$ cat src/logic/bvf_pkg.sv
// Package of constants, types and decode functions for the bus voltage fault block
//==========================================================================
// Operation
// - Lock detection deglitched zero to seven microseconds
// - One hysteresis value shared by both faults
// - Trip at threshold, clear beyond hysteresis
// - Undervoltage threshold code, zero means no limit
// - Undervoltage fault latched or automatically cleared
// - Overvoltage threshold code, zero means no limit
// - Overvoltage fault latched or automatically cleared
// - Retry attempts limited by code, zero unlimited
// - Retry modes latch once retries exceed limit
package bvf_pkg;
	//==========================================================================
	// Timing
	localparam int unsigned CLK_PERIOD_NS        = 25;
	localparam int unsigned DEGLITCH_STEP_NS     = 1000;
	localparam int unsigned DEGLITCH_STEP_CYCLES =
		(DEGLITCH_STEP_NS + CLK_PERIOD_NS - 1) / CLK_PERIOD_NS;
	localparam int unsigned RETRY_WAIT_DEFAULT   = 40000;

	//==========================================================================
	// Register offsets, byte addresses
	localparam int unsigned ADDR_W           = 8;
	localparam logic [7:0]  ADDR_CONFIG      = 8'h00;
	localparam logic [7:0]  ADDR_STATUS      = 8'h04;
	localparam logic [7:0]  ADDR_FAULT_CLEAR = 8'h08;
	localparam logic [7:0]  ADDR_IRQ_STATUS  = 8'h0C;
	localparam logic [7:0]  ADDR_IRQ_CLEAR   = 8'h10;
	localparam logic [7:0]  ADDR_IRQ_ENABLE  = 8'h14;
	localparam logic [31:0] CONFIG_RESET     = 32'h0000_0000;
	localparam logic [3:0]  IRQ_ENABLE_RESET = 4'h0;

	//==========================================================================
	// Configuration field positions
	localparam int unsigned DEG_LSB     = 13;
	localparam int unsigned HYST_LSB    = 11;
	localparam int unsigned UV_LSB      = 8;
	localparam int unsigned UV_MODE_BIT = 7;
	localparam int unsigned OV_LSB      = 4;
	localparam int unsigned OV_MODE_BIT = 3;
	localparam int unsigned RETRY_LSB   = 0;
	localparam int unsigned ACTION_LSB  = 16;

	// Status, clear and interrupt bit positions
	localparam int unsigned BIT_UV        = 0;
	localparam int unsigned BIT_OV        = 1;
	localparam int unsigned BIT_LOCK      = 2;
	localparam int unsigned BIT_PERM      = 3;
	localparam int unsigned ST_RETRY_LSB  = 4;

	// Lock action codes that matter here
	localparam logic [2:0] ACT_RETRY_TRI  = 3'h3;
	localparam logic [2:0] ACT_RETRY_HIGH = 3'h5;
	localparam logic [2:0] ACT_DISABLED   = 3'h7;

	//==========================================================================
	// Types; voltages are in units of 100 mV
	typedef logic [11:0] bvf_volt_type;
	typedef enum logic [2:0] {
		LK_IDLE    = 3'b001,
		LK_WAIT    = 3'b010,
		LK_LATCHED = 3'b100
	} bvf_lock_state_type;

	//==========================================================================
	// Decode functions
	function automatic bvf_volt_type uv_level(input logic [2:0] code);
		unique case (code)
			3'h1: uv_level = 12'h03C;
			3'h2: uv_level = 12'h046;
			3'h3: uv_level = 12'h050;
			3'h4: uv_level = 12'h064;
			3'h5: uv_level = 12'h08C;
			3'h6: uv_level = 12'h0A0;
			3'h7: uv_level = 12'h0B4;
			3'h0: uv_level = 12'h000;
		endcase
	endfunction

	function automatic bvf_volt_type ov_level(input logic [2:0] code);
		unique case (code)
			3'h1: ov_level = 12'h0B4;
			3'h2: ov_level = 12'h0C8;
			3'h3: ov_level = 12'h0DC;
			3'h4: ov_level = 12'h118;
			3'h5: ov_level = 12'h12C;
			3'h6: ov_level = 12'h140;
			3'h7: ov_level = 12'h154;
			3'h0: ov_level = 12'h000;
		endcase
	endfunction

	function automatic bvf_volt_type hyst_level(input logic [1:0] code);
		unique case (code)
			2'h0: hyst_level = 12'h005;
			2'h1: hyst_level = 12'h00A;
			2'h2: hyst_level = 12'h014;
			2'h3: hyst_level = 12'h01E;
		endcase
	endfunction

	// Zero means unlimited
	function automatic logic [4:0] retry_limit(input logic [2:0] code);
		unique case (code)
			3'h0: retry_limit = 5'h00;
			3'h1: retry_limit = 5'h02;
			3'h2: retry_limit = 5'h03;
			3'h3: retry_limit = 5'h05;
			3'h4: retry_limit = 5'h07;
			3'h5: retry_limit = 5'h0A;
			3'h6: retry_limit = 5'h0F;
			3'h7: retry_limit = 5'h14;
		endcase
	endfunction

	function automatic logic addr_mapped(input logic [7:0] a);
		addr_mapped = (a == ADDR_CONFIG) || (a == ADDR_STATUS) || (a == ADDR_FAULT_CLEAR) ||
			(a == ADDR_IRQ_STATUS) || (a == ADDR_IRQ_CLEAR) || (a == ADDR_IRQ_ENABLE);
	endfunction
endpackage

$ cat src/logic/bvf_mon_if.sv
// Interface between the fault controller and one bus voltage monitor
interface bvf_mon_if;
	import bvf_pkg::*;
	bvf_volt_type voltage;
	bvf_volt_type threshold;
	bvf_volt_type hysteresis;
	logic         enable;
	logic         auto_clear;
	logic         sw_clear;
	logic         fault;

	modport mon (input voltage, threshold, hysteresis, enable, auto_clear, sw_clear,
		output fault);
	modport ctl (output voltage, threshold, hysteresis, enable, auto_clear, sw_clear,
		input fault);
endinterface

$ cat src/logic/bvf_deglitch.sv
// Deglitch filter for the hardware current-limit lock detection
module bvf_deglitch import bvf_pkg::*; #(
	parameter int unsigned STEP_CYCLES = DEGLITCH_STEP_CYCLES
) (
	// Clock and reset
	input  wire logic       ref_clk,
	input  wire logic       rstn,
	// Filter
	input  wire logic [2:0] code,
	input  wire logic       raw,
	output logic            qualified
);
	localparam int unsigned DIV_W = $clog2(STEP_CYCLES + 1);

	if (STEP_CYCLES < 2) begin : g_bad_step
		$error("STEP_CYCLES must be at least 2");
	end

	//==========================================================================
	// State: microsecond divider restarted by every low sample
	typedef struct packed {
		logic [DIV_W-1:0] div;
		logic [2:0]       steps;
		logic             q;
		logic [9:0]       run;
	} bvf_deg_state_type;

	bvf_deg_state_type s;
	bvf_deg_state_type next_s;

	always_comb begin
		next_s = s;
		if (!raw) begin
			next_s.div   = '0;
			next_s.steps = 3'h0;
			next_s.run   = 10'h000;
		end else begin
			if (s.run != 10'h3FF) begin
				next_s.run = s.run + 10'h001;
			end
			if (s.div == DIV_W'(STEP_CYCLES - 1)) begin
				next_s.div = '0;
				if (s.steps != 3'h7) begin
					next_s.steps = s.steps + 3'h1;
				end
			end else begin
				next_s.div = s.div + DIV_W'(1);
			end
		end
		// Code zero passes the level with one register of delay
		next_s.q = raw && ((code == 3'h0) || (next_s.steps >= code));
	end

	always_ff @(posedge ref_clk or negedge rstn) begin
		if (!rstn) begin
			s <= '0;
		end else begin
			s <= next_s;
		end
	end

	assign qualified = s.q;
endmodule

$ cat src/logic/bvf_fault_ctrl.sv
// Bus voltage fault supervisor and current-limit lock retry controller with APB registers
//
// Register access over APB and the register addresses were chosen for this implementation.
module bvf_fault_ctrl import bvf_pkg::*; #(
	parameter int unsigned RETRY_WAIT_CYCLES = RETRY_WAIT_DEFAULT
) (
	// Clock and reset
	input  wire logic              ref_clk,
	input  wire logic              rstn,
	// APB slave
	input  wire logic              psel,
	input  wire logic              penable,
	input  wire logic              pwrite,
	input  wire logic [ADDR_W-1:0] paddr,
	input  wire logic [31:0]       pwdata,
	input  wire logic [3:0]        pstrb,
	output logic                   pready,
	output logic [31:0]            prdata,
	output logic                   pslverr,
	// Sensing
	input  wire bvf_volt_type      bus_voltage,
	input  wire logic              lock_detect,
	// Fault outputs
	output logic                   uv_fault,
	output logic                   ov_fault,
	output logic                   lock_fault,
	output logic                   fault_indicator_n,
	output logic                   irq
);
	localparam int unsigned WAIT_W = $clog2(RETRY_WAIT_CYCLES);

	if (RETRY_WAIT_CYCLES < 2) begin : g_bad_wait
		$error("RETRY_WAIT_CYCLES must be at least 2");
	end

	//==========================================================================
	// State
	typedef struct packed {
		logic [31:0]        cfg;
		logic [3:0]         irq_status;
		logic [3:0]         irq_enable;
		bvf_lock_state_type lock_state;
		logic [4:0]         retry_count;
		logic [WAIT_W-1:0]  wait_cnt;
		logic               perm;
		logic               uv_prev;
		logic               ov_prev;
		logic               lock_fault;
		logic               pready;
		logic               pslverr;
		logic [31:0]        prdata;
		logic               fault_n;
		logic               irq;
	} bvf_ctrl_state_type;

	bvf_ctrl_state_type s;
	bvf_ctrl_state_type next_s;

	bvf_mon_if uv_if ();
	bvf_mon_if ov_if ();

	logic       wr_fire;
	logic [3:0] fault_clr;
	logic       lock_q;
	logic [2:0] action;
	logic       auto_mode;
	logic [4:0] limit;

	// Byte-lane merge for the configuration register
	function automatic logic [31:0] merge(input logic [31:0] old, input logic [31:0] wd,
		input logic [3:0] strb);
		merge = old;
		for (int i = 0; i < 4; i++) begin
			if (strb[i]) begin
				merge[8*i +: 8] = wd[8*i +: 8];
			end
		end
	endfunction

	//==========================================================================
	// Write strobe and fault clear pulses
	assign wr_fire   = psel && penable && s.pready && pwrite;
	assign fault_clr = (wr_fire && paddr == ADDR_FAULT_CLEAR && pstrb[0]) ? pwdata[3:0] : 4'h0;

	// Configuration decode
	assign action    = s.cfg[ACTION_LSB +: 3];
	assign auto_mode = (action >= ACT_RETRY_TRI) && (action <= ACT_RETRY_HIGH);
	assign limit     = retry_limit(s.cfg[RETRY_LSB +: 3]);

	// Undervoltage monitor wiring
	assign uv_if.voltage    = bus_voltage;
	assign uv_if.threshold  = uv_level(s.cfg[UV_LSB +: 3]);
	assign uv_if.hysteresis = hyst_level(s.cfg[HYST_LSB +: 2]);
	assign uv_if.enable     = s.cfg[UV_LSB +: 3] != 3'h0;
	assign uv_if.auto_clear = s.cfg[UV_MODE_BIT];
	assign uv_if.sw_clear   = fault_clr[BIT_UV];

	// Overvoltage monitor wiring, same hysteresis
	assign ov_if.voltage    = bus_voltage;
	assign ov_if.threshold  = ov_level(s.cfg[OV_LSB +: 3]);
	assign ov_if.hysteresis = hyst_level(s.cfg[HYST_LSB +: 2]);
	assign ov_if.enable     = s.cfg[OV_LSB +: 3] != 3'h0;
	assign ov_if.auto_clear = s.cfg[OV_MODE_BIT];
	assign ov_if.sw_clear   = fault_clr[BIT_OV];

	bvf_volt_mon #(.OVER(1'b0)) u_uv_mon (
		.ref_clk (ref_clk),
		.rstn    (rstn),
		.mon     (uv_if.mon)
	);

	bvf_volt_mon #(.OVER(1'b1)) u_ov_mon (
		.ref_clk (ref_clk),
		.rstn    (rstn),
		.mon     (ov_if.mon)
	);

	bvf_deglitch #(.STEP_CYCLES(DEGLITCH_STEP_CYCLES)) u_deglitch (
		.ref_clk   (ref_clk),
		.rstn      (rstn),
		.code      (s.cfg[DEG_LSB +: 3]),
		.raw       (lock_detect),
		.qualified (lock_q)
	);

	//==========================================================================
	// Next state
	always_comb begin
		logic [3:0] irq_set;
		irq_set = 4'h0;
		next_s  = s;

		// Answer prepared in the setup cycle so every bus output is a flop
		next_s.pready = 1'b0;
		if (psel && !penable) begin
			next_s.pready  = 1'b1;
			next_s.pslverr = !addr_mapped(paddr);
			unique case (paddr)
				ADDR_CONFIG:     next_s.prdata = s.cfg;
				ADDR_STATUS:     next_s.prdata = {23'h000000, s.retry_count, s.perm,
					s.lock_fault, ov_if.fault, uv_if.fault};
				ADDR_IRQ_STATUS: next_s.prdata = {28'h0000000, s.irq_status};
				ADDR_IRQ_ENABLE: next_s.prdata = {28'h0000000, s.irq_enable};
				default:         next_s.prdata = 32'h0000_0000;
			endcase
		end

		// Register writes take effect at the end of the access phase
		if (wr_fire) begin
			unique case (paddr)
				ADDR_CONFIG:     next_s.cfg = merge(s.cfg, pwdata, pstrb);
				ADDR_IRQ_ENABLE: next_s.irq_enable = pstrb[0] ? pwdata[3:0] : s.irq_enable;
				default:         next_s.cfg = s.cfg;
			endcase
		end

		// Lock retry sequencer; a new lock event outranks a software clear
		unique case (s.lock_state)
			LK_IDLE: begin
				if (lock_q && action != ACT_DISABLED) begin
					irq_set[BIT_LOCK] = 1'b1;
					if (auto_mode && (limit == 5'h00 || s.retry_count < limit)) begin
						next_s.lock_state = LK_WAIT;
						next_s.wait_cnt   = '0;
					end else begin
						next_s.lock_state = LK_LATCHED;
						if (auto_mode) begin
							next_s.perm       = 1'b1;
							irq_set[BIT_PERM] = 1'b1;
						end
					end
				end else if (fault_clr[BIT_LOCK]) begin
					next_s.retry_count = 5'h00;
				end
			end
			LK_WAIT: begin
				if (fault_clr[BIT_LOCK]) begin
					next_s.lock_state  = LK_IDLE;
					next_s.retry_count = 5'h00;
				end else if (s.wait_cnt == WAIT_W'(RETRY_WAIT_CYCLES - 1)) begin
					next_s.lock_state = LK_IDLE;
					if (s.retry_count != 5'h1F) begin
						next_s.retry_count = s.retry_count + 5'h01;
					end
				end else begin
					next_s.wait_cnt = s.wait_cnt + WAIT_W'(1);
				end
			end
			LK_LATCHED: begin
				if (fault_clr[BIT_LOCK]) begin
					next_s.lock_state  = LK_IDLE;
					next_s.perm        = 1'b0;
					next_s.retry_count = 5'h00;
				end
			end
			default: next_s.lock_state = LK_IDLE;
		endcase
		next_s.lock_fault = next_s.lock_state != LK_IDLE;

		// Sticky events; a set in the cycle of its clear survives
		irq_set[BIT_UV] = uv_if.fault && !s.uv_prev;
		irq_set[BIT_OV] = ov_if.fault && !s.ov_prev;
		next_s.uv_prev  = uv_if.fault;
		next_s.ov_prev  = ov_if.fault;
		if (wr_fire && paddr == ADDR_IRQ_CLEAR && pstrb[0]) begin
			next_s.irq_status = s.irq_status & ~pwdata[3:0];
		end
		next_s.irq_status = next_s.irq_status | irq_set;
		next_s.irq        = |(next_s.irq_status & next_s.irq_enable);
		next_s.fault_n    = !(uv_if.fault || ov_if.fault || s.lock_fault);
	end

	always_ff @(posedge ref_clk or negedge rstn) begin
		if (!rstn) begin
			s            <= '0;
			s.cfg        <= CONFIG_RESET;
			s.irq_enable <= IRQ_ENABLE_RESET;
			s.lock_state <= LK_IDLE;
			s.fault_n    <= 1'b1;
		end else begin
			s <= next_s;
		end
	end

	// Outputs
	assign pready            = s.pready;
	assign prdata            = s.prdata;
	assign pslverr           = s.pslverr;
	assign uv_fault          = uv_if.fault;
	assign ov_fault          = ov_if.fault;
	assign lock_fault        = s.lock_fault;
	assign fault_indicator_n = s.fault_n;
	assign irq               = s.irq;
endmodule

$ cat src/logic/bvf_volt_mon.sv
// Bus voltage monitor with hysteresis and latched or automatic recovery
module bvf_volt_mon import bvf_pkg::*; #(
	parameter bit OVER = 1'b0
) (
	// Clock and reset
	input  wire logic ref_clk,
	input  wire logic rstn,
	// Controller side
	bvf_mon_if.mon    mon
);
	//==========================================================================
	// State
	typedef struct packed {
		logic fault;
	} bvf_mon_state_type;

	bvf_mon_state_type s;
	bvf_mon_state_type next_s;
	logic              trip;
	logic              back;

	// Trip on reaching the threshold, recover automatically only past the hysteresis band; a software clear needs no band
	assign trip = OVER ? (mon.voltage >= mon.threshold) : (mon.voltage <= mon.threshold);
	assign back = OVER ? (mon.voltage < mon.threshold - mon.hysteresis)
		: (mon.voltage > mon.threshold + mon.hysteresis);

	// Set wins over automatic and software clears; only a disabled limit drops a persisting fault
	always_comb begin
		next_s = s;
		if (!mon.enable) begin
			next_s.fault = 1'b0;
		end else if (trip) begin
			next_s.fault = 1'b1;
		end else if (mon.auto_clear && back) begin
			next_s.fault = 1'b0;
		end else if (mon.sw_clear) begin
			next_s.fault = 1'b0;
		end
	end

	always_ff @(posedge ref_clk or negedge rstn) begin
		if (!rstn) begin
			s <= '0;
		end else begin
			s <= next_s;
		end
	end

	assign mon.fault = s.fault;
endmodule

$ cat config.mk
export PLATFORM = sky130hd
export DESIGN_NAME = bvf_fault_ctrl
export DESIGN_NICKNAME = d
export VERILOG_FILES = /design/src/logic/bvf_pkg.sv /design/src/logic/bvf_mon_if.sv /design/src/logic/bvf_deglitch.sv /design/src/logic/bvf_fault_ctrl.sv /design/src/logic/bvf_volt_mon.sv
export SDC_FILE = /design/constraint.sdc
export NUM_CORES = 1
export LEC_CHECK = 0
export BUFFER_PORTS_ARGS = -buffer_cell sky130_fd_sc_hd__clkbuf_2
export CORE_ASPECT_RATIO = 0.9
export CORE_MARGIN = 10
export CORE_UTILIZATION = 60
export CTS_BUF_LIST = sky130_fd_sc_hd__clkbuf_4 sky130_fd_sc_hd__clkbuf_8
export CTS_CLUSTER_DIAMETER = 30
export DETAILED_ROUTE_END_ITERATION = 6
export PLACE_DENSITY = 0.84
export SLEW_MARGIN = 15
export SYNTH_ARGS = -nofsm -noshare
export SYNTH_HDL_FRONTEND = slang
export SYNTH_SLANG_ARGS = --single-unit
$ cat constraint.sdc
create_clock -name ref_clk -period 6.5 [get_ports ref_clk]
set_input_delay 0.65 -clock ref_clk [delete_from_list [all_inputs] [get_ports ref_clk]]
set_output_delay 0.65 -clock ref_clk [all_outputs]
set_load 0.03 [all_outputs]
Word level (Yosys, flattened, before mapping):

Memories as Yosys holds them, arrays and structs flattened.
Cells that the tools add are included.

* register bits after elaboration: 116
* bits in latches: 0
* RAM bits: 0
* memory bits (read-only): 152
* bits of input ports: 62
* output and inout bits: 39
* word-level logic and storage cells: 164
* memories kept: 3

Memory list
* (no name shown): words 8, bits a word 7, read ports 1, clocked after memory_dff 0, wr ports 0, line bvf_pkg.sv:82 `unique case (code)`
* (no name shown): words 8, bits a word 7, read ports 1, clocked after memory_dff 0, wr ports 0, line bvf_pkg.sv:69 `unique case (code)`
* (no name shown): words 8, bits a word 5, read ports 1, clocked after memory_dff 0, wr ports 0, line bvf_pkg.sv:105 `unique case (code)`

* add/sub/neg operators: 6
* multipliers: 0
* divide/modulo/power cells: 0
* magnitude comparators: 8
* equal/unequal tests: 30
* shifts and indexed selects: 0
* multiplexer cells: 43
* bitwise logic cells: 4
* reduce and logical (&&, ||, !) cells: 47

Operator list (number)
* 32-bit case mux with 4 select lines: 1
* 16-bit 2-to-1 mux: 3
* 12-bit case mux with 4 select lines: 1
* 34-bit 2-to-1 mux: 1
* 16-bit case mux with 2 select lines: 1
* 8-bit 2-to-1 mux: 3
* 2-bit inequality test (second input constant): 9
* 17-bit 2-to-1 mux: 1
* 16-bit by 1-bit adder with 16-bit output (second input constant): 1
* 16-bit equality test (second input constant): 1
* 8-bit by 4-bit equality test with 1-bit output (second input constant): 2
* 8-bit by 5-bit equality test with 1-bit output (second input constant): 2
* 1-bit logical AND: 16
* 4-bit 2-to-1 mux: 4
* 3-bit 2-to-1 mux: 5
* 5-bit 2-to-1 mux: 3
* 5-bit case mux with 3 select lines: 1
* 1-bit 2-to-1 mux: 13
* 12-bit adder: 1
* 12-bit >= comparator: 1
* 12-bit > comparator: 1
* 12-bit <= comparator: 1
* 12-bit < comparator: 1
* 3-bit inequality test (second input constant): 4
* other kinds (38): 61

Longest topological paths before layout:

Gate-level depths: netlist of run 1.

* word-level depth: 10
* depth in mapped cells: 18
* mapped depth without buffers: 18

Hierarchy:

A second synthesis of run 1 with hierarchy kept.

* cell total of the unflattened synthesis: 889
* area, all modules: 8227.9 um2

By module, submodules not included
* bvf_fault_ctrl: times used 1, cells each 539, area an instance 5398.9 um2, sequential area each 2605.0 um2
* bvf_volt_mon at u_ov_mon: times used 1, cells each 159, area an instance 1182.4 um2, sequential area each 25.0 um2
* bvf_volt_mon at u_uv_mon: times used 1, cells each 140, area an instance 1101.1 um2, sequential area each 25.0 um2
* bvf_deglitch: times used 1, cells each 51, area an instance 545.5 um2, sequential area each 250.2 um2

Worst setup path after synthesis of run 1:

Ideal clock, no wire load.

* kind: reg2reg
* start: reg s[80] in the netlist's numbering
* end: reg u_uv_mon.s, in the netlist u_uv_mon.mon.fault
* library setup time: 0.110 ns
* arrival time: 2.967 ns
* data required time: 6.390 ns
* slack: 3.423 ns
* stages on the path, launching flop included: 16
* path buffers: 0
* period minus slack after synthesis: 3.077 ns
* path through: dfrtp_1 > inv_1 > ha_1 > nor2b_1 > ha_1 > fa_1 > a21o_1 > a21oi_1 > xnor2_1 > ha_1 > a21o_1 > a211oi_1 > nor2_1 > nor4_1 > o21ai_0 > o41ai_1

* cells in the longest elaborated chain, start to end: 7
* elaborated cells between the ends (all ways): 10
* those cells by class: 1 x add/sub; 2 x order compare; 1 x eq/ne; 3 x mux; 2 x reduce/logical; 1 x memory

Ends and longest elaborated chain
* start, declared: line bvf_fault_ctrl.sv:56 `bvf_ctrl_state_type s;`
* start signal, assigned: line bvf_fault_ctrl.sv:221 `s <= next_s;`
* memory read 8 x 7 bit
* 12-bit adder: line bvf_volt_mon.sv:25 `: (mon.voltage > mon.threshold + mon.hysteresis);`
* 12-bit > comparator: line bvf_volt_mon.sv:25
* 1-bit logical AND: line bvf_volt_mon.sv:34 `end else if (mon.auto_clear && back) begin`
* 1-bit 2-to-1 mux: line bvf_volt_mon.sv:34
* 1-bit 2-to-1 mux: line bvf_volt_mon.sv:32 `end else if (trip) begin`
* 1-bit 2-to-1 mux: line bvf_volt_mon.sv:30 `if (!mon.enable) begin`
* end signal, assigned: line bvf_volt_mon.sv:45 `s <= next_s;`
* end, declared: line bvf_volt_mon.sv:17 `bvf_mon_state_type s;`

Parallel ways exist; a longest one is shown, timed or not.
A chain may end at the register's enable or synchronous reset.

Worst setup path in the final report of run 1:

* start: reg s[81] in the netlist's numbering
* end: reg u_uv_mon.s, in the netlist u_uv_mon.mon.fault

Same word-level chain as after synthesis.

==> results of run 1 <==
[critical path, delay by kind of cell, from the launching register on]
kind,cells,cell delay [ns]
compound gates,7,1.20
fa+ha+maj,3,0.90
flops,1,0.47
simple gates,5,0.43
buf+inv,2,0.23
xor+xnor,1,0.16
[path summary, 6_finish.rpt]
path / startpoint / to / slack (ns) / cells after the start
worst min register to register: prdata[25]$_DFFE_PN0P_ / prdata[25]$_DFFE_PN0P_ / 0.47 / 2
worst max-delay path: s[81]$_DFFE_PN0P_ / u_uv_mon.mon.fault$_DFFE_PN0P_ / 3.00 / 18
worst max register to register: s[81]$_DFFE_PN0P_ / u_uv_mon.mon.fault$_DFFE_PN0P_ / 3.00 / 18
min in group ref_clk: pwdata[15] / s[87]$_DFFE_PN0P_ / 0.44 / 2
max in group asynchronous: rstn / s[52]$_DFFE_PN0P_ / 4.94 / 2
worst min-delay path: rstn / u_uv_mon.mon.fault$_DFFE_PN0P_ / 0.19 / 1
[power by group]
part	total [uW]	internal, uW	switching, uW	leakage [uW]
sequential	755	741	14.6	0.00158
clock	682	376	306	0.000198
combinational	142	51.6	90.6	0.00223
total	1580	1170	411	0.00400
[flip-flops by register name (all words and copies together), names as in the netlist]
signal and count:
s 63, prdata 32, u_deglitch.s 9, action 3, fault_indicator_n 1, irq 1, lock_fault 1, ov_if.auto_clear 1
pready 1, pslverr 1, u_deglitch.qualified 1, u_ov_mon.mon.fault 1, u_uv_mon.mon.fault 1
[layout by cell type, fill, tap and decap left out, types with 3 or more instances in the layout]
cell	synthesis	routed
xnor2_1	8	8
or2_2	6	6
nand2_1	93	93
nand3_4	4	4
nor3_1	14	14
clkbuf_2	0	99
o21ai_0	34	34
mux2i_1	7	7
a211oi_1	6	6
mux2_2	30	30
a22oi_1	7	7
and4_1	3	3
nor2_1	41	41
mux2_1	6	6
nand2b_1	7	7
nor4_1	3	3
and2_1	6	6
o21a_1	4	4
nor2b_1	11	11
nand4_1	7	7
clkinvlp_4	0	4
dfrtp_1	114	114
a221oi_1	4	4
ha_1	63	63
buf_4	34	5
and3_1	11	11
inv_1	37	37
a21o_1	7	7
nand3_1	47	47
xor2_1	17	17
a21oi_1	24	24
clkbuf_8	0	20
[metrics by stage]
stage / util / worst slack (ns) / total power, uW / cells
4_1_cts: 0.681 / 3.04 / 1580 / 958
3_5_place_dp: 0.645 / 3.06 / 911 / 926
6_report: 0.681 / 3.00 / 1580 / 959
2_1_floorplan: - / 3.42 / 841 / 720
3_3_place_gp: 0.645 / 3.21 / 903 / 926
5_1_grt: 0.681 / 2.68 / 1630 / 959
[layout make-up]
| cell class | instances | area (sq um) |
|---|---|---|
| inverters | 38 | 143 |
| clock buffers | 21 | 283 |
| multi-input cells | 512 | 3570 |
| flip-flops and latches | 116 | 2910 |
| well taps | 156 | 195 |
| clock inverters | 11 | 126 |
| repair buffers | 104 | 533 |
| fillers | 877 | 3630 |
| diodes | 1 | 2.50 |
[kinds of logic after synthesis]
logic type	share of synthesized area
mux	0.0684
buf+inv	0.0687
compound gates	0.102
simple gates	0.195
fa+ha+maj	0.116
other cells	0.000539
xor+xnor	0.0315
flops	0.418
[layer usage]
layer  global-route usage  wire, um  up-vias
met5                    0         0        -
met4               0.0666       263        0
met3               0.0650      1050       25
met2                0.336      8060      186
met1                0.259      7510     2676
li1                     -         -     2636
==> results.yml, run 1 <==
routing:
  wl_per_cell_um: 17.6
  drt_iter0_drc: 455
  routed_wirelength_um: 16900
  dr.pass1.iters: 5
  antenna_left: 0
  num_vias: 5523
  drcViolationCount: 0
  viasPerCell: 5.76
logic_synthesis:
  synth_cell_types: 63
  synth.largest_area_cell: "dfrtp_1"
  synthTopCellsByArea: "dfrtp_1 (41%), ha_1 (11%), nand2_1 (5.0%)"
  yosysMostFrequentCell: "dfrtp_1"
  synth_edf_count: 0
  yosys-top-cells-count: "dfrtp_1 (114), nand2_1 (93), ha_1 (63)"
  syn_inst: 720
  synth_top_area_share: 0.410
  ys_ff_latch: 116
  ys_seq_area_frac: 0.418
  ys.flop_type: "dfrtp_1"
  syn_nets: 846
  mappedNetlistArea_sq_mm: 0.00696
  async_reset_ff_frac: 1.00
  ys_warn_count: 0
  syn_area_per_cell_sq_um: 9.66
floorplan:
  die_x_um: 133
  core_sq_mm: 0.0114
  initial_core_util: 0.611
  die_y_um: 122
  io_pins: 101
  rows: 37
  die_area_sq_mm: 0.0163
global_route:
  grt_pass1_vias: 5600
  grt_overflow: 0
  antenna_found_initial: 1
  grt_pass1_wl_um: 27500
  grt_max_degree: 79
  grt.total_usage: 0.207
setup_path:
  crit_slowest_cell: "dfrtp_1"
  cp_cell_sequence: "inv_1, ha_1, nor2_1, a21oi_1, ha_1, a21o_1, a21oi_1, inv_1, a21oi_1, nor2_1, xor2_1, ha_1, and3_1, nand3_1, a21oi_1, nor4_1, o21ai_0, o41ai_1"
  end_kind: "flop"
  required_ns: 6.82
  cp-start-kind: "flop"
  cp_data_arrival_time_ns: 3.82
  slowest_delay_ns: 0.47
  crit_top_cell: "a21oi_1"
  cp_max_fo: 7
  path_class: "reg2reg"
sta:
  slew_headroom: 0.241
  setup_viol: 0
  fmax_ghz: 0.286
  fin_worst_skew_ns: 0.0119
  drv_slew: 0
  hold_viol: 0
  fin_crit_sh: 0.538
  worstMarginPinSlew_ns: 1.13
  grt_setup_unrepaired: "false"
  period_needed_ns: 3.50
  finalSetupTns_ns: 0
  hold_ws_ns: 0.186
cts:
  holdBufCountCts: 0
  htreeDepth: 4
  cts_setup_buffers: 0
  cts_root_buffer: "clkbuf_8"
  post_cts_resized: 0
  clock_path_buffers: 2
  clk_pin_slew_worst_paths_ns: 0.08
  clock_sinks: 116
  cts_buffers: 17
  clk_latency_ns: 0.43
  cts_tree: "yes"
layout:
  nNetsFinal: 915
  postLayoutCellArea_sq_mm: 0.00776
  drive_gt1_frac: 0.229
  area_delta_synth_final_pct: 11.6
run_status:
  status: "complete, no violations"
power_and_ir_drop:
  ir_drop_uv: 130
  power.density_mw_per_mm2: 204
  p_leak_uw: 0.00400
hold_path:
  hold_class: "in2async"
placed_design:
  dpl_cell_area_sq_mm: 0.00735
  routabilityCongestion: 0.907
  dp_hpwl_um: 12800
  portBuffers: 100
job:
  maxCapViolations: 0
(Power assumes the default switching activity.)
==> run 2, diff against run 1 <==
--- a/config.mk
+++ b/config.mk
@@ -8,11 +8,11 @@
 export BUFFER_PORTS_ARGS = -buffer_cell sky130_fd_sc_hd__clkbuf_2
 export CORE_ASPECT_RATIO = 0.9
 export CORE_MARGIN = 10
-export CORE_UTILIZATION = 60
+export CORE_UTILIZATION = 54
 export CTS_BUF_LIST = sky130_fd_sc_hd__clkbuf_4 sky130_fd_sc_hd__clkbuf_8
 export CTS_CLUSTER_DIAMETER = 30
 export DETAILED_ROUTE_END_ITERATION = 6
-export PLACE_DENSITY = 0.84
+export PLACE_DENSITY = 0.8
 export SLEW_MARGIN = 15
 export SYNTH_ARGS = -nofsm -noshare
 export SYNTH_HDL_FRONTEND = slang
==> constraint.sdc (replaced) <==
create_clock -name ref_clk -period 2.94 [get_ports ref_clk]
set_input_delay 0.294 -clock ref_clk [delete_from_list [all_inputs] [get_ports ref_clk]]
set_output_delay 0.294 -clock ref_clk [all_outputs]
set_load 0.03 [all_outputs]
==> results.yml, run 2 (synthesis gave the netlist of run 1 again) <==
placed_design:
  place_inst: 960
  portBuffers: 100
  dp_hpwl_um: 12200
  place_ws_ns: -0.150
  routabilityCongestion: 0.891
setup_path:
  reg2regPathDepth: 17
  crit_slowest_cell: "dfrtp_1"
  cp_data_arrival_time_ns: 3.43
  worst_r2r_endpoint: "u_uv_mon.mon.fault$_DFFE_PN0P_"
  cp-start-kind: "flop"
  end_kind: "flop"
  r2r_start: "s[81]$_DFFE_PN0P_"
  required_ns: 3.26
  r2r_slack_ns: -0.18
  cp_max_fo: 4
  path_class: "reg2reg"
  slowest_delay_ns: 0.42
  cp_cell_sequence: "inv_2, ha_4, nor2_4, a21oi_4, buf_4, fa_2, a21o_1, a21oi_2, buf_4, o21ai_0, a21oi_1, ha_1, o21ai_1, nor2_1, nor4_1, o21ai_1, o41ai_1"
hold_path:
  hold_depth: 2
  min_from: "pwdata[23]"
  hold_class: "in2reg"
  min_to: "s[95]$_DFFE_PN0P_"
sta:
  slew_headroom: 0.516
  period_needed_ns: 3.12
  worst_slack_ns: -0.175
  fmax_ghz: 0.321
  fin_worst_skew_ns: 0.0105
  finalSetupTns_ns: -0.175
  drv_slew: 0
  worstMarginPinSlew_ns: 0.707
  grt_setup_unrepaired: "true"
  hold_viol: 0
  fin_crit_sh: 1.06
  setup_viol: 1
global_route:
  grt_pass1_vias: 5485
  grt.total_usage: 0.181
  grt_max_degree: 69
  grt_pass1_wl_um: 26900
  grt_overflow: 0
  antenna_found_initial: 0
power_and_ir_drop:
  power.density_mw_per_mm2: 425
  p_leak_uw: 0.00424
  ir_drop_uv: 331
  p_total_uw: 3510
cts:
  htreeDepth: 4
  cts_buffers: 17
  clock_sinks: 116
  cts_root_buffer: "clkbuf_8"
  cts_tree: "yes"
  clk_latency_ns: 0.43
  clk_pin_slew_worst_paths_ns: 0.07
  clock_path_buffers: 2
floorplan:
  die_y_um: 128
  core_sq_mm: 0.0126
  io_pins: 101
  die_x_um: 140
  rows: 39
  die_area_sq_mm: 0.0178
  initial_core_util: 0.550
layout:
  antenna_cells: 0
  fin_cells: 1004
  area_delta_synth_final_pct: 18.5
  final_util: 0.652
  largest_reg_flops: 63
  final_cell_mix: "dfrtp_1 (114), clkbuf_2 (99), nand2_1 (91)"
  final_common_cell: "dfrtp_1"
  nNetsFinal: 953
  drive_gt1_frac: 0.300
  regMostFlops: "s"
routing:
  antenna_left: 0
  num_vias: 5593
  drt_iter0_drc: 507
  routed_wirelength_um: 16800
  wl_per_cell_um: 16.7
  drcViolationCount: 0
  viasPerCell: 5.57
  dr.pass1.iters: 5
job:
  maxCapViolations: 0
run_status:
  status: "finished, violations left"
  violations: "setup timing"
run 2: repair_timing:
action | CTS | global route
resized for setup | 19 | 19
pin swaps | 17 | 25
hold endpoints to repair | 48 | 0
cloned | 0 | 0
setup endpoints to repair | 2 | 2
hold buffers | 1 | 0
setup buffers | 5 | 6
run 2: layout make-up:
cell class	instances	area [sq um]
multi-input cells	512	3740
clock inverters	13	159
fillers	959	4390
clock buffers	19	255
well taps	164	205
flip-flops and latches	116	2910
repair buffers	142	841
inverters	38	143
run 2: power by group:
part | leakage, uW | internal, uW | switching, uW
logic | 0.00246 | 122 | 203
clock network | 0.000205 | 866 | 647
registers | 0.00158 | 1640 | 30.8
total | 0.00424 | 2630 | 881
run 2: worst max-delay path, delay by kind of cell, from the launching register on:
family | cells | cell delay, ns
compound gates | 8 | 0.92
flops | 1 | 0.42
buf+inv | 3 | 0.38
fa+ha+maj | 3 | 0.84
simple gates | 3 | 0.45
run 2: metrics by stage:
step / hold slack [ns] / cell area, sq um
floorplan: -0.00159 / 6970
global placement: 0.349 / 7580
detailed placement: 0.353 / 7580
CTS: 0.0714 / 8130
global route: 0.0793 / 8250
finish: 0.0860 / 8250
run 2: how the worst max path moves through the flow:
stage,from,to,slack [ns],depth (start not counted)
after floorplan,s[81]$_DFFE_PN0P_,u_uv_mon.mon.fault$_DFFE_PN0P_,0.005,18
after global placement,s[81]$_DFFE_PN0P_,u_uv_mon.mon.fault$_DFFE_PN0P_,-0.02,18
after detailed placement,s[81]$_DFFE_PN0P_,u_uv_mon.mon.fault$_DFFE_PN0P_,-0.15,18
after CTS,s[81]$_DFFE_PN0P_,u_uv_mon.mon.fault$_DFFE_PN0P_,-0.10,17
after global routing,s[81]$_DFFE_PN0P_,u_uv_mon.mon.fault$_DFFE_PN0P_,-0.28,17
final,s[81]$_DFFE_PN0P_,u_uv_mon.mon.fault$_DFFE_PN0P_,-0.18,17
run 2: per-layer routing:
| metal | share of wire | wire, um | global-route usage | up-vias |
|---|---|---|---|---|
| met5 | 0 | 0 | 0 | - |
| met4 | 0.017 | 279 | 0.0528 | 0 |
| met3 | 0.055 | 926 | 0.0485 | 23 |
| met2 | 0.48 | 7970 | 0.286 | 165 |
| met1 | 0.45 | 7580 | 0.238 | 2693 |
| li1 | - | - | - | 2712 |
==> run 3, diff against run 2 <==
--- a/config.mk
+++ b/config.mk
@@ -13,7 +13,8 @@
 export CTS_CLUSTER_DIAMETER = 30
 export DETAILED_ROUTE_END_ITERATION = 6
 export PLACE_DENSITY = 0.8
-export SLEW_MARGIN = 15
+export SLEW_MARGIN = 20
 export SYNTH_ARGS = -nofsm -noshare
 export SYNTH_HDL_FRONTEND = slang
 export SYNTH_SLANG_ARGS = --single-unit
+export TNS_END_PERCENT = 50
==> results.yml, run 3 (synthesis gave the netlist of run 1 again) <==
routing:
  viasPerCell: 5.54
  antenna_left: 0
  dr.pass1.iters: 5
  drt_iter0_drc: 506
  num_vias: 5528
  wl_per_cell_um: 16.2
  routed_wirelength_um: 16200
  drcViolationCount: 0
cts:
  cts_buffers: 17
  clock_sinks: 116
  clk_latency_ns: 0.42
  clock_path_buffers: 2
  clk_pin_slew_worst_paths_ns: 0.07
  htreeDepth: 4
  cts_tree: "yes"
  cts_root_buffer: "clkbuf_8"
placed_design:
  dpl_cell_area_sq_mm: 0.00758
  routabilityCongestion: 0.891
  place_inst: 960
  portBuffers: 100
  place_ws_ns: -0.150
  dp_hpwl_um: 12200
layout:
  largest_reg_flops: 63
  final_util: 0.641
  nNetsFinal: 947
  drive_gt1_frac: 0.276
  fillers: 992
  area_delta_synth_final_pct: 16.5
  final_cell_mix: "dfrtp_1 (114), clkbuf_2 (99), nand2_1 (93)"
  postLayoutCellArea_sq_mm: 0.00811
  regMostFlops: "s"
  fin_cells: 998
  final_common_cell: "dfrtp_1"
  antenna_cells: 0
hold_path:
  min_from: "pwdata[23]"
  min_to: "s[95]$_DFFE_PN0P_"
  hold_class: "in2reg"
  hold_depth: 2
floorplan:
  core_sq_mm: 0.0126
  initial_core_util: 0.550
  die_x_um: 140
  rows: 39
  die_area_sq_mm: 0.0178
  io_pins: 101
  die_y_um: 128
power_and_ir_drop:
  p_leak_uw: 0.00418
  p_total_uw: 3500
  ir_drop_uv: 329
  power.density_mw_per_mm2: 432
setup_path:
  worst_r2r_endpoint: "u_uv_mon.mon.fault$_DFFE_PN0P_"
  r2r_start: "s[81]$_DFFE_PN0P_"
  cp_data_arrival_time_ns: 3.43
  cp_cell_sequence: "inv_2, ha_4, nor2_4, a21oi_4, buf_4, fa_2, a21o_1, a21oi_2, buf_4, o21ai_0, a21oi_1, ha_1, o21ai_1, nor2_1, nor4_1, o21ai_1, o41ai_1"
  critPathTopFamily: "compound AO/OA/AOI/OAI gates"
  crit_buf_inv: 3
  r2r_slack_ns: -0.18
  reg2regPathDepth: 17
  crit_slowest_cell: "dfrtp_1"
  slowest_delay_ns: 0.42
  cp-start-kind: "flop"
  end_kind: "flop"
  required_ns: 3.25
  cp_max_fo: 4
  path_class: "reg2reg"
sta:
  fin_crit_sh: 1.06
  grt_setup_unrepaired: "true"
  period_needed_ns: 3.12
  fmax_ghz: 0.321
  drv_slew: 0
  worstMarginPinSlew_ns: 0.633
  slew_headroom: 0.567
  fin_worst_skew_ns: 0.00969
  hold_viol: 0
  setup_viol: 2
  worst_slack_ns: -0.179
global_route:
  grt_pass1_vias: 5442
  grt_overflow: 0
  grt.total_usage: 0.180
  grt_pass1_wl_um: 26800
  grt_max_degree: 69
  antenna_found_initial: 1
run_status:
  violations: "setup timing"
  status: "finished, violations left"
job:
  maxCapViolations: 0
run 3: cell count changes in the layout (fill, tap and decap cells not counted), moves of 2 or more:
cell     before  now
buf_4        39   35
buf_6         2    0
ha_1         57   60
ha_4          5    2
inv_1        30   35
inv_2         8    3
nand2_1      91   93
nand2_2       2    0
run 3: area by class of cell:
cell class / instances / area [sq um] / area share
well taps: 164 / 205 / 0.0253
repair buffers: 136 / 788 / 0.0973
flip-flops and latches: 116 / 2910 / 0.358
clock buffers: 19 / 255 / 0.0315
clock inverters: 13 / 159 / 0.0196
inverters: 38 / 143 / 0.0176
multi-input cells: 512 / 3650 / 0.450
run 3: routing by layer:
layer,GRT usage,share of wire
met5,0,0.00049
met4,0.0522,0.017
met1,0.236,0.45
met2,0.284,0.47
met3,0.0515,0.055
run 3: what timing repair did:
item                                    in CTS  in global routing
endpoints found under the hold margin       48                  0
gates resized for setup                      8                  7
pin swaps                                   10                 10
hold buffers                                 1                  0
setup buffers                                3                  2
endpoints found under the setup margin       2                  2
run 3: power by group:
| group | switching, uW | leakage (uW) | internal [uW] |
|---|---|---|---|
| combinational | 201 | 0.00240 | 121 |
| clock | 642 | 0.000205 | 867 |
| sequential | 30.0 | 0.00158 | 1640 |
run 3: stage by stage:
stage | hold WS, ns | TNS, ns
2_1_floorplan | -0.00159 | 0
3_5_place_dp | 0.353 | -0.207
3_3_place_gp | 0.349 | -0.0240
5_1_grt | 0.0794 | -0.530
4_1_cts | 0.0714 | -0.136
6_report | 0.0907 | -0.195
run 3: worst max path at each step:
| stage | cells past startpoint | from | slack (ns) | to |
|---|---|---|---|---|
| final | 17 | s[81]$_DFFE_PN0P_ | -0.18 | u_uv_mon.mon.fault$_DFFE_PN0P_ |
| after global routing | 17 | s[81]$_DFFE_PN0P_ | -0.28 | u_uv_mon.mon.fault$_DFFE_PN0P_ |
| after CTS | 17 | s[81]$_DFFE_PN0P_ | -0.10 | u_uv_mon.mon.fault$_DFFE_PN0P_ |
| after detailed placement | 18 | s[81]$_DFFE_PN0P_ | -0.15 | u_uv_mon.mon.fault$_DFFE_PN0P_ |
| after global placement | 18 | s[81]$_DFFE_PN0P_ | -0.02 | u_uv_mon.mon.fault$_DFFE_PN0P_ |
| after floorplan | 18 | s[81]$_DFFE_PN0P_ | 0.005 | u_uv_mon.mon.fault$_DFFE_PN0P_ |
